$ cat config.mk
export PLATFORM = sky130hd
export DESIGN_NAME = rcp_cmd_port
export DESIGN_NICKNAME = d
export VERILOG_FILES = /design/src/hdl/rcp_cmd_port.v
export VERILOG_INCLUDE_DIRS = /design/src /design/src/hdl
export SDC_FILE = /design/constraint.sdc
export NUM_CORES = 1
export LEC_CHECK = 0
export BUFFER_PORTS_ARGS = -buffer_cell sky130_fd_sc_hd__buf_4
export CORE_MARGIN = 1
export CORE_UTILIZATION = 50
export CTS_CLUSTER_DIAMETER = 100
export DETAILED_ROUTE_END_ITERATION = 10
export PLACE_DENSITY_LB_ADDON = 0.3
export SLEW_MARGIN = 25
export SYNTH_ARGS = -nofsm -noshare
export SYNTH_HDL_FRONTEND = slang
export SYNTH_SLANG_ARGS = --single-unit
$ cat constraint.sdc
create_clock -name clk_sys -period 8 [get_ports clk_sys]
set_clock_uncertainty 0.15 [all_clocks]
set_input_delay 2 -clock clk_sys [delete_from_list [all_inputs] [get_ports clk_sys]]
set_output_delay 2 -clock clk_sys [all_outputs]
set_load 0.02 [all_outputs]
$ cat src/hdl/rcp_cmd_map.vh
/*
 * Constants for the remote command port: opcodes, setting limits,
 * reset values and field positions.
 * Assumes inclusion by bare name before the module that uses it.
 */
`ifndef RCP_CMD_MAP_VH
`define RCP_CMD_MAP_VH

// command opcodes
`define OP_BAUD      5'h01
`define OP_SETUP     5'h02
`define OP_UNIT      5'h03
`define OP_USB_REPLY_ENDING   5'h04
`define OP_SELECT    5'h05
`define OP_DELIM     5'h06
`define OP_STATUS    5'h07
`define OP_OVERLOAD  5'h08
`define OP_LOCKOUT   5'h09
`define OP_IPPIN     5'h0A
`define OP_IPFREE    5'h0B
`define OP_MODEL     5'h0C
`define OP_CALDATE   5'h0D
`define OP_DISPLAY   5'h0E
`define OP_PAGE      5'h0F
`define OP_FACTORY   5'h10
`define OP_CHAN      5'h11
`define OP_SWEEP     5'h12

// limits
`define BAUD_MAX     8'h0D
`define SETUP_MASK   8'h1F
`define UNIT_MAX     8'h0F
`define BOOL_MAX     8'h01
`define FACT_MAX     8'h02
`define DELIM_CR     8'h0D
`define DELIM_LO     8'h20
`define DELIM_HI     8'h7D

// reset values
`define RST_BAUD     4'hB
`define RST_BAUD_X10 20'h17700
`define RST_SETUP    5'h01
`define RST_UNIT     4'h0
`define RST_USB_REPLY_ENDING  1'b0
`define RST_DELIM    8'h2C
`define RST_LOCKOUT  1'b0
`define RST_DISPLAY  1'b1
`define RST_PAGE     7'h01

// serial setup fields
`define SU_8BIT      0
`define SU_PARITY    1
`define SU_ODD       2
`define SU_ECHO      3
`define SU_PROMPT    4

// reply ending lengths
`define TERM_SHORT   2'h1
`define TERM_LONG    2'h3

`endif

$ cat src/hdl/rcp_cmd_port.v
/*
 * Remote command port of a measurement instrument: decodes host
 * commands, holds the communication and panel settings, and builds
 * status, overload and identification replies.
 * Assumes commands arrive already parsed into opcode, argument and
 * source, one per cycle, synchronous to clk_sys.
 */
`include "rcp_cmd_map.vh"
`default_nettype none

module rcp_cmd_port #(
  parameter [15:0] MODEL_ID = 16'h1234,  // arbitrary value
  parameter [19:0] CAL_DATE = 20'h0278C  // 010124 as decimal
) (
  input  wire        clk_sys,        // system clock
  input  wire        rst,            // sync reset
  input  wire        cmd_valid,      // command strobe
  input  wire [4:0]  cmd_code,       // opcode
  input  wire        cmd_has_arg,    // argument present
  input  wire [7:0]  cmd_arg,        // argument
  input  wire [1:0]  cmd_chan,       // channel of variant
  input  wire        cmd_from_eth,   // came over ethernet
  input  wire [31:0] cmd_src_ip,     // ethernet source ip
  input  wire [31:0] conn_req_ip,    // ip of connection request
  input  wire        dual_mode,      // dual mode active
  input  wire        ref_unlock,     // reference unlocked
  input  wire        adc_new,        // triggered adc values
  input  wire        in_ovl,         // input overload
  input  wire        data_avail,     // data available
  input  wire [7:0]  ovl_in,         // overload sources
  output wire        conn_ok,        // connection accepted
  output reg         rsp_valid,      // reply pulse
  output reg  [19:0] rsp_value,      // reply number
  output reg  [1:0]  rsp_term_len,   // ending byte count
  output reg  [23:0] rsp_term,       // ending bytes
  output reg  [3:0]  baud_code,      // baud code
  output reg  [19:0] baud_x10,       // baud rate x10
  output wire        data_8bit,      // 8 data bits
  output wire        parity_en,      // parity bit on
  output wire        parity_odd,     // odd parity
  output wire        echo_en,        // echo on
  output wire        prompt_en,      // prompt on
  output reg  [3:0]  unit_num,       // chain unit number
  output reg         addressed,      // addressed mode
  output reg  [7:0]  delim_char,     // reply delimiter
  output reg         panel_lockout,  // front panel locked
  output reg         display_on,     // display powered
  output reg  [6:0]  page_num,       // display page
  output reg         osc_amp_zero,   // osc amplitude zero pulse
  output reg         restore_pls,    // instrument default pulse
  output reg         fwd_valid,      // channel command pulse
  output reg  [4:0]  fwd_code,       // forwarded opcode
  output reg  [1:0]  fwd_chan,       // forwarded channel
  output reg  [7:0]  fwd_arg,        // forwarded argument
  output wire [7:0]  status_byte,    // status byte
  output reg  [7:0]  overload_byte   // overload byte
);

  reg  [4:0]  setup_r;
  reg         usb_term_r;
  reg         ip_lock_r;
  reg  [31:0] locked_ip_r;
  reg  [2:0]  cmd_stat_r;
  reg  [4:0]  live_stat_r;
  reg         inv_nxt;
  reg         perr_nxt;
  reg         reply_nxt;
  reg  [19:0] value_nxt;

  function [19:0] rate_x10;
    input [3:0] c;
    begin
      case (c)
        4'h0:    rate_x10 = 20'h002EE;
        4'h1:    rate_x10 = 20'h0044C;
        4'h2:    rate_x10 = 20'h00541;
        4'h3:    rate_x10 = 20'h005DC;
        4'h4:    rate_x10 = 20'h00BB8;
        4'h5:    rate_x10 = 20'h01770;
        4'h6:    rate_x10 = 20'h02EE0;
        4'h7:    rate_x10 = 20'h04650;
        4'h8:    rate_x10 = 20'h04E20;
        4'h9:    rate_x10 = 20'h05DC0;
        4'hA:    rate_x10 = 20'h0BB80;
        4'hB:    rate_x10 = 20'h17700;
        4'hC:    rate_x10 = 20'h2EE00;
        default: rate_x10 = 20'h5DC00;
      endcase
    end
  endfunction

  function page_ok;
    input [7:0] p;
    begin
      page_ok = (p >= 8'h01 && p <= 8'h0B) || (p >= 8'h15 && p <= 8'h17) ||
                (p >= 8'h28 && p <= 8'h59);
    end
  endfunction

  function delim_ok;
    input [7:0] d;
    begin
      delim_ok = (d == `DELIM_CR) || (d >= `DELIM_LO && d <= `DELIM_HI);
    end
  endfunction

  // source filter for ethernet
  wire src_ok = !cmd_from_eth || !ip_lock_r || (cmd_src_ip == locked_ip_r);
  assign conn_ok = !ip_lock_r || (conn_req_ip == locked_ip_r);

  wire is_select = (cmd_code == `OP_SELECT);
  wire take      = cmd_valid && src_ok && addressed && !is_select;
  wire sel_take  = cmd_valid && src_ok && is_select;

  assign data_8bit   = setup_r[`SU_8BIT];
  assign parity_en   = setup_r[`SU_PARITY];
  assign parity_odd  = setup_r[`SU_ODD];
  assign echo_en     = setup_r[`SU_ECHO];
  assign prompt_en   = setup_r[`SU_PROMPT];
  assign status_byte = {live_stat_r, cmd_stat_r};

  // validity and reply value
  always @* begin
    inv_nxt   = 1'b0;
    perr_nxt  = 1'b0;
    reply_nxt = !cmd_has_arg;
    value_nxt = 20'h00000;
    case (cmd_code)
      `OP_BAUD: begin
        perr_nxt  = cmd_has_arg && (cmd_arg > `BAUD_MAX);
        value_nxt = {16'h0000, baud_code};
      end
      `OP_SETUP: begin
        perr_nxt  = cmd_has_arg && ((cmd_arg & ~`SETUP_MASK) != 8'h00);
        value_nxt = {15'h0000, setup_r};
      end
      `OP_UNIT: begin
        perr_nxt  = cmd_has_arg && (cmd_arg > `UNIT_MAX);
        value_nxt = {16'h0000, unit_num};
      end
      `OP_USB_REPLY_ENDING: begin
        perr_nxt  = cmd_has_arg && (cmd_arg > `BOOL_MAX);
        value_nxt = {19'h00000, usb_term_r};
      end
      `OP_DELIM: begin
        perr_nxt  = cmd_has_arg && !delim_ok(cmd_arg);
        value_nxt = {12'h000, delim_char};
      end
      `OP_STATUS: begin
        reply_nxt = 1'b1;
        value_nxt = {12'h000, status_byte};
      end
      `OP_OVERLOAD: begin
        reply_nxt = 1'b1;
        value_nxt = {12'h000, overload_byte};
      end
      `OP_LOCKOUT: begin
        perr_nxt  = cmd_has_arg && (cmd_arg > `BOOL_MAX);
        value_nxt = {19'h00000, panel_lockout};
      end
      `OP_IPPIN, `OP_IPFREE: begin
        inv_nxt   = !cmd_from_eth;
        reply_nxt = 1'b0;
      end
      `OP_MODEL: begin
        reply_nxt = 1'b1;
        value_nxt = {4'h0, MODEL_ID};
      end
      `OP_CALDATE: begin
        reply_nxt = 1'b1;
        value_nxt = CAL_DATE;
      end
      `OP_DISPLAY: begin
        perr_nxt  = cmd_has_arg && (cmd_arg > `BOOL_MAX);
        value_nxt = {19'h00000, display_on};
      end
      `OP_PAGE: begin
        perr_nxt  = cmd_has_arg && !page_ok(cmd_arg);
        value_nxt = {13'h0000, page_num};
      end
      `OP_FACTORY: begin
        perr_nxt  = !cmd_has_arg || (cmd_arg > `FACT_MAX);
        reply_nxt = 1'b0;
      end
      `OP_CHAN: begin
        inv_nxt   = dual_mode ? (cmd_chan == 2'h0 || cmd_chan == 2'h3)
                              : (cmd_chan != 2'h0);
        reply_nxt = 1'b0;
      end
      `OP_SWEEP: begin
        inv_nxt   = dual_mode;
        reply_nxt = 1'b0;
      end
      default: begin
        inv_nxt   = 1'b1;
        reply_nxt = 1'b0;
      end
    endcase
  end

  wire exec = take && !inv_nxt && !perr_nxt;
  wire wr   = exec && cmd_has_arg;

  always @(posedge clk_sys) begin
    if (rst) begin
      baud_code     <= `RST_BAUD;
      baud_x10      <= `RST_BAUD_X10;
      setup_r       <= `RST_SETUP;
      unit_num      <= `RST_UNIT;
      usb_term_r    <= `RST_USB_REPLY_ENDING;
      ip_lock_r     <= 1'b0;
      locked_ip_r   <= 32'h00000000;
      addressed     <= 1'b1;
      delim_char    <= `RST_DELIM;
      panel_lockout <= `RST_LOCKOUT;
      display_on    <= `RST_DISPLAY;
      page_num      <= `RST_PAGE;
      cmd_stat_r    <= 3'h0;
      live_stat_r   <= 5'h00;
      overload_byte <= 8'h00;
      rsp_valid     <= 1'b0;
      rsp_value     <= 20'h00000;
      rsp_term_len  <= `TERM_SHORT;
      rsp_term      <= 24'h000000;
      osc_amp_zero  <= 1'b0;
      restore_pls   <= 1'b0;
      fwd_valid     <= 1'b0;
      fwd_code      <= 5'h00;
      fwd_chan      <= 2'h0;
      fwd_arg       <= 8'h00;
    end else begin
      live_stat_r   <= {data_avail, in_ovl, adc_new, |ovl_in, ref_unlock};
      overload_byte <= ovl_in;
      baud_x10      <= rate_x10(baud_code);
      rsp_valid     <= exec && reply_nxt;
      osc_amp_zero  <= 1'b0;
      restore_pls   <= 1'b0;
      fwd_valid     <= 1'b0;
      if (sel_take) begin
        addressed <= ({4'h0, unit_num} == cmd_arg);
      end
      if (take) begin
        cmd_stat_r <= {perr_nxt, inv_nxt, !inv_nxt && !perr_nxt};
      end
      if (exec && reply_nxt) begin
        rsp_value    <= value_nxt;
        rsp_term_len <= usb_term_r ? `TERM_LONG : `TERM_SHORT;
        rsp_term     <= usb_term_r ? {8'h00, status_byte, overload_byte}
                                   : 24'h000000;
      end
      if (wr) begin
        case (cmd_code)
          `OP_BAUD:    baud_code     <= cmd_arg[3:0];
          `OP_SETUP:   setup_r       <= cmd_arg[4:0];
          `OP_UNIT:    unit_num      <= cmd_arg[3:0];
          `OP_USB_REPLY_ENDING: usb_term_r    <= cmd_arg[0];
          `OP_DELIM:   delim_char    <= cmd_arg;
          `OP_LOCKOUT: panel_lockout <= cmd_arg[0];
          `OP_DISPLAY: display_on    <= cmd_arg[0];
          `OP_PAGE:    page_num      <= cmd_arg[6:0];
          default: begin
          end
        endcase
      end
      if (exec) begin
        case (cmd_code)
          `OP_IPPIN: begin
            ip_lock_r   <= 1'b1;
            locked_ip_r <= cmd_src_ip;
          end
          `OP_IPFREE: ip_lock_r <= 1'b0;
          `OP_CHAN, `OP_SWEEP: begin
            fwd_valid <= 1'b1;
            fwd_code  <= cmd_code;
            fwd_chan  <= cmd_chan;
            fwd_arg   <= cmd_arg;
          end
          `OP_FACTORY: begin
            restore_pls   <= 1'b1;
            osc_amp_zero  <= (cmd_arg == `FACT_MAX);
            delim_char    <= `RST_DELIM;
            panel_lockout <= `RST_LOCKOUT;
            display_on    <= `RST_DISPLAY;
            page_num      <= `RST_PAGE;
            if (cmd_arg == 8'h00) begin
              baud_code  <= `RST_BAUD;
              setup_r    <= `RST_SETUP;
              unit_num   <= `RST_UNIT;
              usb_term_r <= `RST_USB_REPLY_ENDING;
              ip_lock_r  <= 1'b0;
            end
          end
          default: begin
          end
        endcase
      end
    end
  end

endmodule // rcp_cmd_port

`default_nettype wire

==> results of run 1 <==
cells in the mapped netlist, types with 4 or more instances:
library cell / count
nor4_1: 20
nand2_1: 52
a22oi_1: 7
o21ai_0: 16
a31oi_1: 7
inv_1: 18
buf_4: 23
o211a_1: 4
nor2_1: 104
buf_2: 10
mux2i_1: 67
nand4_1: 13
nand3_1: 27
nand2b_1: 4
nor3b_1: 4
a21oi_1: 41
clkbuf_1: 39
nor3_1: 14
a221oi_1: 4
xnor2_1: 6
and3_1: 7
a211o_1: 8
xor2_1: 65
ha_1: 6
nor2b_1: 20
or3_1: 5
a211oi_1: 5
dfxtp_1: 147
a22o_1: 4
power by group:
part	leakage (nW)	internal (mW)	switching (mW)
Sequential	1.19	0.742	0.0100
Clock	0.281	0.467	0.334
Combinational	2.70	0.0744	0.105
cells by family (layout without fill, tap and decap cells):
kind of cell / Yosys count / count (layout) / synth area share [%]
other: 2 / 17 / 0.105
xor gates and xnor gates: 71 / 71 / 8.71
adders and majority gates: 6 / 6 / 1.05
DFF: 147 / 147 / 41.2
muxes: 69 / 69 / 9.70
AOI/OAI and AO/OA: 130 / 130 / 12.9
and+or+nand+nor: 290 / 290 / 20.0
buffers and inverters: 95 / 269 / 6.38
through the flow:
| step | util, % | std cells | area [um^2] |
|---|---|---|---|
| floorplan | - | 825 | 7200 |
| global placement | 62.3 | 1147 | 8680 |
| detailed placement | 62.3 | 1147 | 8680 |
| CTS | 66.6 | 1179 | 9280 |
| global route | 66.6 | 1179 | 9280 |
| finish | 66.6 | 1179 | 9280 |
final timing paths:
path / slack, ns / endpoint / start
min: 0.30 / rsp_term[1]$_SDFFE_PP0P_ / rsp_term[1]$_SDFFE_PP0P_
min reg2reg: 0.30 / rsp_term[1]$_SDFFE_PP0P_ / rsp_term[1]$_SDFFE_PP0P_
max reg2reg: 4.37 / fwd_arg[0]$_SDFFE_PP0P_ / locked_ip_r[15]$_SDFFE_PP0P_
max: 2.69 / conn_ok / conn_req_ip[27]
layout make-up:
type / instances / area, um^2 / area share, %
inverters: 20 / 75.1 / 0.809
well taps: 180 / 225 / 2.43
clock inverters: 15 / 170 / 1.83
clock buffers: 17 / 425 / 4.59
multi-input cells: 583 / 3810 / 41.1
flip-flops and latches: 147 / 2940 / 31.7
repair buffers: 217 / 1630 / 17.6
metal layers:
metal,routed length (um),vias to the layer above
met1,8840,3118
met2,9570,268
met5,0,-
li1,-,3147
met4,410,0
met3,1450,31
registers in the layout, indices dropped and copies added (netlist names), 5 cells and up:
signal         cells
baud_x10          19
delim_char         8
fwd_arg            8
fwd_code           5
live_stat_r        5
locked_ip_r       32
overload_byte      8
page_num           7
rsp_term          16
rsp_value         11
setup_r            5
critical path, stage by stage:
cell	delay, ns
buf_4	0.11
xor2_1	0.13
nor4_1	0.33
nand4_1	0.19
o21ai_0	0.22
buf_4	0.17
==> impl_results.md, run 1 <==
- Run status: finished clean
- Post-synth top area share: 41.2%
- Grt met2 use: between 40% and 50%
- DIE HEIGHT: between 100 and 150 um
- Pins over their slew limit: 0
- H-tree levels: 4
- Pwr Density: between 150 and 200 nW/um^2
- Initial antenna violation count: 0
- Ys flop type: dfxtp_1
- Static Leak: roughly 4.2 nW
- Commonest non-fill, non-tap cell in the layout: buf_4
- Pre-antenna DRT Iters: 5
- Setup crit start kind: primary input
- Antenna fix cells: 0
- Mapped Area: roughly 7000 um^2
- ANT nets after route: 0
- MaxCap Viol Count: 0
- Drt total wl: about 20 mm
- Netlist cell types: 72
- Drt via density: 5.57
- Least-Margin Pin Slew: between 0.9 and 1 ns
- # clock sinks: between 100 and 150
- Num rows: 43
- Period utilization: approximately two thirds
- Number of synthesis warnings: 0
- Avg Inst Size Synth: roughly 8.8 um^2
- EDFF count, synth: 0
- Grt peak-use layer: met2
- CTS tree: done
- Overall Power: around 1.7 mW
- Flops & latches, synth: approximately 150
- CP Capture Type: output pin
- Total GRT Usage: between 20 and 30%
- Final Setup Violations: 0
- Largest cells by area after synthesis: dfxtp_1 (41%), mux2i_1 (9.4%), xor2_1 (8.0%)
- Wirelength per Cell: approximately 17 um
- Largest net degree at the start of global routing: slightly below 90
- GRT overflow: 0
- Routed vias: between 6000 and 7000
- Crit Path Max Fanout: 1
- Cell depth of the worst flop-to-flop path: 7
- First-pass GRT wire length: roughly 31 mm
- Final worst slack: about 2.7 ns
- CORE AREA: approximately 14000 um^2
- RSZ-0062 raised after global routing: no
- Pre-CTS WS: around 2.6 ns
- Worst-Skew Late Latency: about 0.42 ns
- Slew HR: 35.4%
- Gp weighted congestion: 0.915
- Post-DP HPWL: 14.8 mm
- Layout Nets: between 1000 and 1500
- Starting Density: approximately 51%
- Area growth, synth to finish: 29.9%
- Critical Path AT: approximately 3.2 ns
- CTS max path bufs: 2
- Min Tclk post-route: about 5.3 ns
- DRT iter0 DRCs: ~470
- Final hold vios: 0
- Die Wd: around 120 um
- CTS Buf Count: 17
- I/O Pins: 230
- Crit Path Category: in -> out
- Number of global-route vias before repair: 6007
- Setup repair bufs after CTS: 0
- Global Route met3 Usage: under 10%
- Fill count: ~1200
- DRC: 0
- I/O Buffers: roughly 210
- Root buffer cell: clkbuf_16
- VDD IR max: ~0.19 mV
- Worst Hold Depth: 2
- Area leader, netlist: dfxtp_1
- CP required: slightly below 6 ns
- Hold WS: around 0.3 ns
- Register area share after synthesis: 41.2%
- M1 GR Usage: ~36%
- Most frequent cells in the layout: buf_4 (217), dfxtp_1 (147), nor2_1 (104), mux2i_1 (67), xor2_1 (65)
- Clock-pin slew on the worst setup and hold paths: 0.06 ns
- Fmax: 0.188 GHz
- Cells after Synth: just over 800
- Total Negative Setup Slacks: 0 ns
- Share of cells above drive strength 1: a little over a quarter
- Asr flop ratio synth: 0%
- CTS Hold Bufs: 0
- Type of the most critical hold path: reg -> reg
- CTS resizes: 0
- Die Area: between 10000 and 15000 um^2
Power figures use the tool's default switching activity.
==> run 2, diff against run 1 <==
Settings changed: CORE_UTILIZATION 50 to 46.
Clock period 8 ns to 4.4 ns, I/O delays scaled along.
==> run 2 against run 1 <==
Net effect: power increased by 80%; non-clock buffer count rose by 4; sequential share of layout area decreased by 0.13 points; cell count increased by 1.0%; design area up 0.42%; global-route usage is 2.3 points lower; flip-flop and latch count is the same; clock power up 77%; via count is 1.1% lower; wire length down 1.0%; die area up 8.6%; clock-buffer cell count stayed put; critical endpoint unchanged.
==> impl_results.md, run 2 (synthesis gave the netlist of run 1 again) <==
- Run status: finished clean
- Total GRT Usage: around a quarter
- Type of the most critical hold path: reg -> reg
- CORE AREA: approximately 15000 um^2
- M1 GR Usage: around 33%
- Die Area: 16000 um^2
- Initial antenna violation count: 0
- DRT iter0 DRCs: between 400 and 500
- CTS Hold Bufs: 0
- Static Leak: between 4 and 5 nW
- Max reg flops: 32
- RSZ-0062 raised after global routing: no
- Num rows: 45
- Global Route met3 Usage: roughly 6.7%
- MaxCap Viol Count: 0
- DIE HEIGHT: around 130 um
- Fmax: about 0.29 GHz
- GRT overflow: 0
- Largest register by flop count: locked_ip_r
- CTS Buf Count: 17
- Clock-pin slew on the worst setup and hold paths: roughly 0.07 ns
- Worst-Skew Late Latency: 0.43 ns
- Slew HR: 40.1%
- Largest net degree at the start of global routing: between 60 and 70
- Number of global-route vias before repair: between 6000 and 7000
- Crit Path Max Fanout: 1
- Gp weighted congestion: roughly 0.91
- DRC: 0
- Pins over their slew limit: 0
- Worst hold path startpoint: rsp_term[7]$_SDFFE_PP0P_
- Routed vias: ~6500
- Critical Path AT: approximately 2.3 ns
- Wirelength per Cell: approximately 17 um
- CTS max path bufs: 2
- Antenna fix cells: 0
- Hold Crit Endpoint: rsp_term[7]$_SDFFE_PP0P_
- Crit Path Category: in -> out
- CP required: about 3.2 ns
- Pre-antenna DRT Iters: 7
- CTS resizes: 0
- Setup repair bufs after CTS: 0
- Drt via density: 5.45
- ANT nets after route: 0
- Commonest non-fill, non-tap cell in the layout: buf_4
- I/O Pins: 230
- FF-to-FF Start: locked_ip_r[15]$_SDFFE_PP0P_
- Largest regs: locked_ip_r (32), baud_x10 (19), rsp_term (16)
- Grt peak-use layer: met2
- Pwr Density: approximately 330 nW/um^2
- Drt total wl: about 20 mm
- I/O Buffers: about 210
- Worst R2R End: rsp_value[1]$_SDFFE_PP0P_
- CTS tree: done
- Final hold vios: 0
- Reg-to-reg slack, setup: between 1.5 and 2 ns
- Least-Margin Pin Slew: ~0.9 ns
- First-pass GRT wire length: approximately 32 mm
- Layout Nets: 1093
- Root buffer cell: clkbuf_16
- CP Capture Type: output pin
- Post-DP HPWL: ~15 mm
- H-tree levels: 4
- VDD IR max: 0.253 mV
- Final Setup Violations: 0
- Share of cells above drive strength 1: around a quarter
- Total Negative Setup Slacks: 0 ns
- Area growth, synth to finish: 30.4%
- Most frequent cells in the layout: buf_4 (220), dfxtp_1 (147), nor2_1 (104), mux2i_1 (67), xor2_1 (65)
- Min Tclk post-route: 3.50 ns
- Starting Density: a little under half
- Grt met2 use: about two fifths
- Worst Hold Depth: 2
- Setup crit start kind: primary input
- Overall Power: 3.11 mW
- Die Wd: 127 um
- # clock sinks: approximately 150
- Cell depth of the worst flop-to-flop path: 8
- Period utilization: approximately four fifths
-- run 2: how the worst max path moves through the flow --
stage	start	endpoint	slack (ns)	cells past startpoint
after floorplan	cmd_arg[5]	delim_char[0]$_SDFF_PP0_	0.89	9
after CTS	conn_req_ip[6]	conn_ok	0.89	6
final	conn_req_ip[14]	conn_ok	0.90	6
after detailed placement	cmd_arg[4]	delim_char[2]$_SDFF_PP1_	0.51	7
after global routing	cmd_arg[4]	delim_char[2]$_SDFF_PP1_	0.79	7
after global placement	cmd_arg[4]	delim_char[5]$_SDFF_PP1_	0.57	7
-- run 2: stage by stage --
stage	util, %	std cells	hold slack [ns]	worst slack (ns)	area (um^2)
4_1_cts	61.3	1191	0.303	0.886	9320
2_1_floorplan	-	825	0.323	0.887	7200
5_1_grt	61.3	1191	0.321	0.792	9320
3_5_place_dp	57.5	1159	0.295	0.514	8730
3_3_place_gp	57.5	1159	0.286	0.569	8730
6_report	61.3	1191	0.299	0.904	9320
-- run 2: worst max-delay path: stages --
cell and delay, ns:
buf_4 0.11, xor2_1 0.13, nor4_1 0.40, nand4_1 0.16, o21ai_0 0.17, buf_4 0.17
-- run 2: cell type report --
cell class / count / area [um^2]
Clock buffer: 17 / 425
Inverter: 20 / 75.1
Fill cell: 1368 / 5890
Tap cell: 188 / 235
Timing Repair Buffer: 221 / 1670
Sequential cell: 147 / 2940
Multi-Input combinational cell: 583 / 3810
Clock inverter: 15 / 156
-- run 2: report_power, final --
part | leakage, nW | total (mW) | switching [mW] | internal, mW
logic | 2.72 | 0.324 | 0.187 | 0.137
clock network | 0.281 | 1.42 | 0.659 | 0.759
registers | 1.19 | 1.37 | 0.0200 | 1.35
-- run 2: layer usage --
layer / part of all wire [%] / vias to the layer above
li1: - / 3162
met1: 44 / 3028
met2: 46 / 263
met3: 7.5 / 36
met4: 2.6 / 0
met5: 0 / -
==> run 3, diff against run 2 <==
Clock period 4.4 ns to 2.85 ns, I/O delays scaled along.
==> run 3 against run 2 <==
Net effect: register-to-register slack worse by 1.4 ns; sequential power is 55% higher; flip-flop and latch count unchanged; largest cell class unchanged; wire length is 7.1% higher; clock-buffer cell count increased by 4; critical path type is now in -> reg; clock power rose by 54%; design area is 8.2% higher; hold slack better by 0.0021 ns.
==> impl_results.md, run 3 (synthesis gave the netlist of run 1 again) <==
- Setup crit start kind: primary input
- Wirelength per Cell: roughly 17 um
- Drt total wl: 21.5 mm
- Max reg flops: 32
- Sw frac: between 20% and 30%
- DRT iter0 DRCs: between 400 and 500
- Period utilization: 98.6%
- Total area of sequential cells: 2940 um^2
- ANT nets after route: 0
- Combined area of the multi-input logic cells: roughly 3900 um^2
- Pins over their slew limit: 0
- Commonest non-fill, non-tap cell in the layout: buf_4
- Routed vias: between 6000 and 7000
- Hold WS: 0.301 ns
- Least-Margin Pin Slew: roughly 0.7 ns
- Share of cells above drive strength 1: about a third
- I/O Buffers: ~210
- Crit Path Max Fanout: 8
- Most frequent CP cell: buf_6
- Layout Nets: 1171
- Final hold vios: 0
- # clock sinks: around 150
- CP required: roughly 3 ns
- Bufs and invs on worst path: 4
- CTS Buf Count: 17
- Die Wd: ~130 um
- DIE HEIGHT: roughly 130 um
- Num rows: 45
- Fill count: approximately 1300
- Crit Path Category: in -> reg
- Worst-Skew Late Latency: between 0.4 and 0.5 ns
- Root buffer cell: clkbuf_16
- Post-DP HPWL: 15.5 mm
- Die Area: 16000 um^2
- Static Leak: between 4 and 5 nW
- CTS tree: done
- Largest net degree at the start of global routing: roughly 110
- Overall Power: 4.89 mW
- CTS max path bufs: 2
- Clock-pin slew on the worst setup and hold paths: about 0.060 ns
- Final Core Density: between 60 and 70%
- VDD IR max: approximately 0.4 mV
- Gp weighted congestion: about 0.86
- Crit path depth: 12
- Reg power frac: between 40 and 50%
- GRT overflow: 0
- Cell depth of the worst flop-to-flop path: 8
- Slew HR: about 52%
- Max stage delay on crit path: around 0.58 ns
- Worst Hold Depth: 2
- Pre-antenna DRT Iters: 6
- Number of global-route vias before repair: 6333
- Min Tclk post-route: around 2.8 ns
- Gate power share: 12.2%
- Starting Density: between 40% and 50%
- Crit-path leading delay family: simple AND/OR/NAND/NOR gates
- Critical Path AT: 2.96 ns
- Fmax: around 0.36 GHz
- Int Pwr: between 3 and 4 mW
- Largest register by flop count: locked_ip_r
- Area growth, synth to finish: 41.1%
- Slowest stage cell, crit path: or4_4
- Type of the most critical hold path: reg -> reg
- Clock power frac: between 40% and 50%
- H-tree levels: 4
- MaxCap Viol Count: 0
- RSZ-0062 raised after global routing: yes
- Pwr Density: just under 500 nW/um^2
- Worst-path cell chain: buf_6, inv_4, ha_4, mux2i_2, a221oi_2, o221ai_2, or4_4, nor3_4, buf_12, buf_6, mux2i_1, nor2_1
- Antenna fix cells: 0
- Final Setup Violations: 0
- CP Capture Type: register
- I/O Pins: 230
- Sw Pwr: roughly 1.2 mW
- DRC: 0
- First-pass GRT wire length: between 30 and 40 mm
- CORE AREA: ~15000 um^2
- Total Negative Setup Slacks: 0 ns
- Total GRT Usage: between 20% and 30%
- Drt via density: ~5.4
- Largest regs: locked_ip_r (32), baud_x10 (19), rsp_term (16)
- Most frequent cells in the layout: buf_4 (288), dfxtp_1 (147), nor2_1 (104), xor2_1 (65), mux2i_1 (65)
- Run status: finished clean
- Initial antenna violation count: 0
run 3: changes by cell type in the layout (fill, tap and decap cells not counted), sizes merged:
cell,before,now
clkbuf,17,23
inv,29,19
clkinv,4,7
buf,221,297
bufinv,0,2
run 3: worst paths after layout:
check,slack (ns),endpoint,start
max,0.04,locked_ip_r[0]$_SDFFE_PP0P_,cmd_chan[1]
min,0.30,rsp_term[15]$_SDFFE_PP0P_,rsp_term[15]$_SDFFE_PP0P_
max reg2reg,0.12,rsp_value[1]$_SDFFE_PP0P_,locked_ip_r[25]$_SDFFE_PP0P_
min reg2reg,0.30,rsp_term[15]$_SDFFE_PP0P_,rsp_term[15]$_SDFFE_PP0P_
run 3: metal layers:
metal  GRT usage [%]  up-vias  routed length (um)
li1                -     3321                   -
met1            34.4     3244                9560
met2            43.3      248               10000
met3            5.53       51                1220
met4            11.7        0                 664
met5               0        -                   0
run 3: what timing repair did:
| action | CTS | global route |
|---|---|---|
| pin swaps | 0 | 5 |
| setup buffers | 0 | 2 |
| gates cloned | 0 | 3 |
| gates resized for setup | 1 | 15 |
| endpoints found under the setup margin | 1 | 52 |
| hold buffers | 0 | 0 |
run 3: power groups by stage:
stage / sequential, mW / clock [mW] / combinational, mW
after floorplan: 2.18 / 0 / 0.274
after global placement: 2.16 / 0 / 0.575
after detailed placement: 2.16 / 0 / 0.578
after CTS: 2.12 / 2.20 / 0.582
after global routing: 2.12 / 2.28 / 0.644
final: 2.12 / 2.18 / 0.599
run 3: worst min-delay path: stages (launching register included):
cell and delay (ns):
dfxtp_1 0.31, nand2_1 0.05, a21oi_1 0.05
run 3: layout make-up:
| type | instances | share of cell area (%) |
|---|---|---|
| multi-input cells | 583 | 38.6 |
| flip-flops and latches | 147 | 29.2 |
| repair buffers | 299 | 23.4 |
| clock buffers | 21 | 4.57 |
| well taps | 188 | 2.33 |
| clock inverters | 10 | 1.08 |
| inverters | 20 | 0.795 |
run 3: through the flow:
step / setup slack, ns / std cells / area, um^2
6_report: 0.0406 / 1268 / 10100
5_1_grt: -0.0500 / 1268 / 10100
4_1_cts: 0.0226 / 1263 / 9920
3_5_place_dp: -0.404 / 1232 / 9360
3_3_place_gp: -0.399 / 1232 / 9360
2_1_floorplan: -0.191 / 825 / 7300
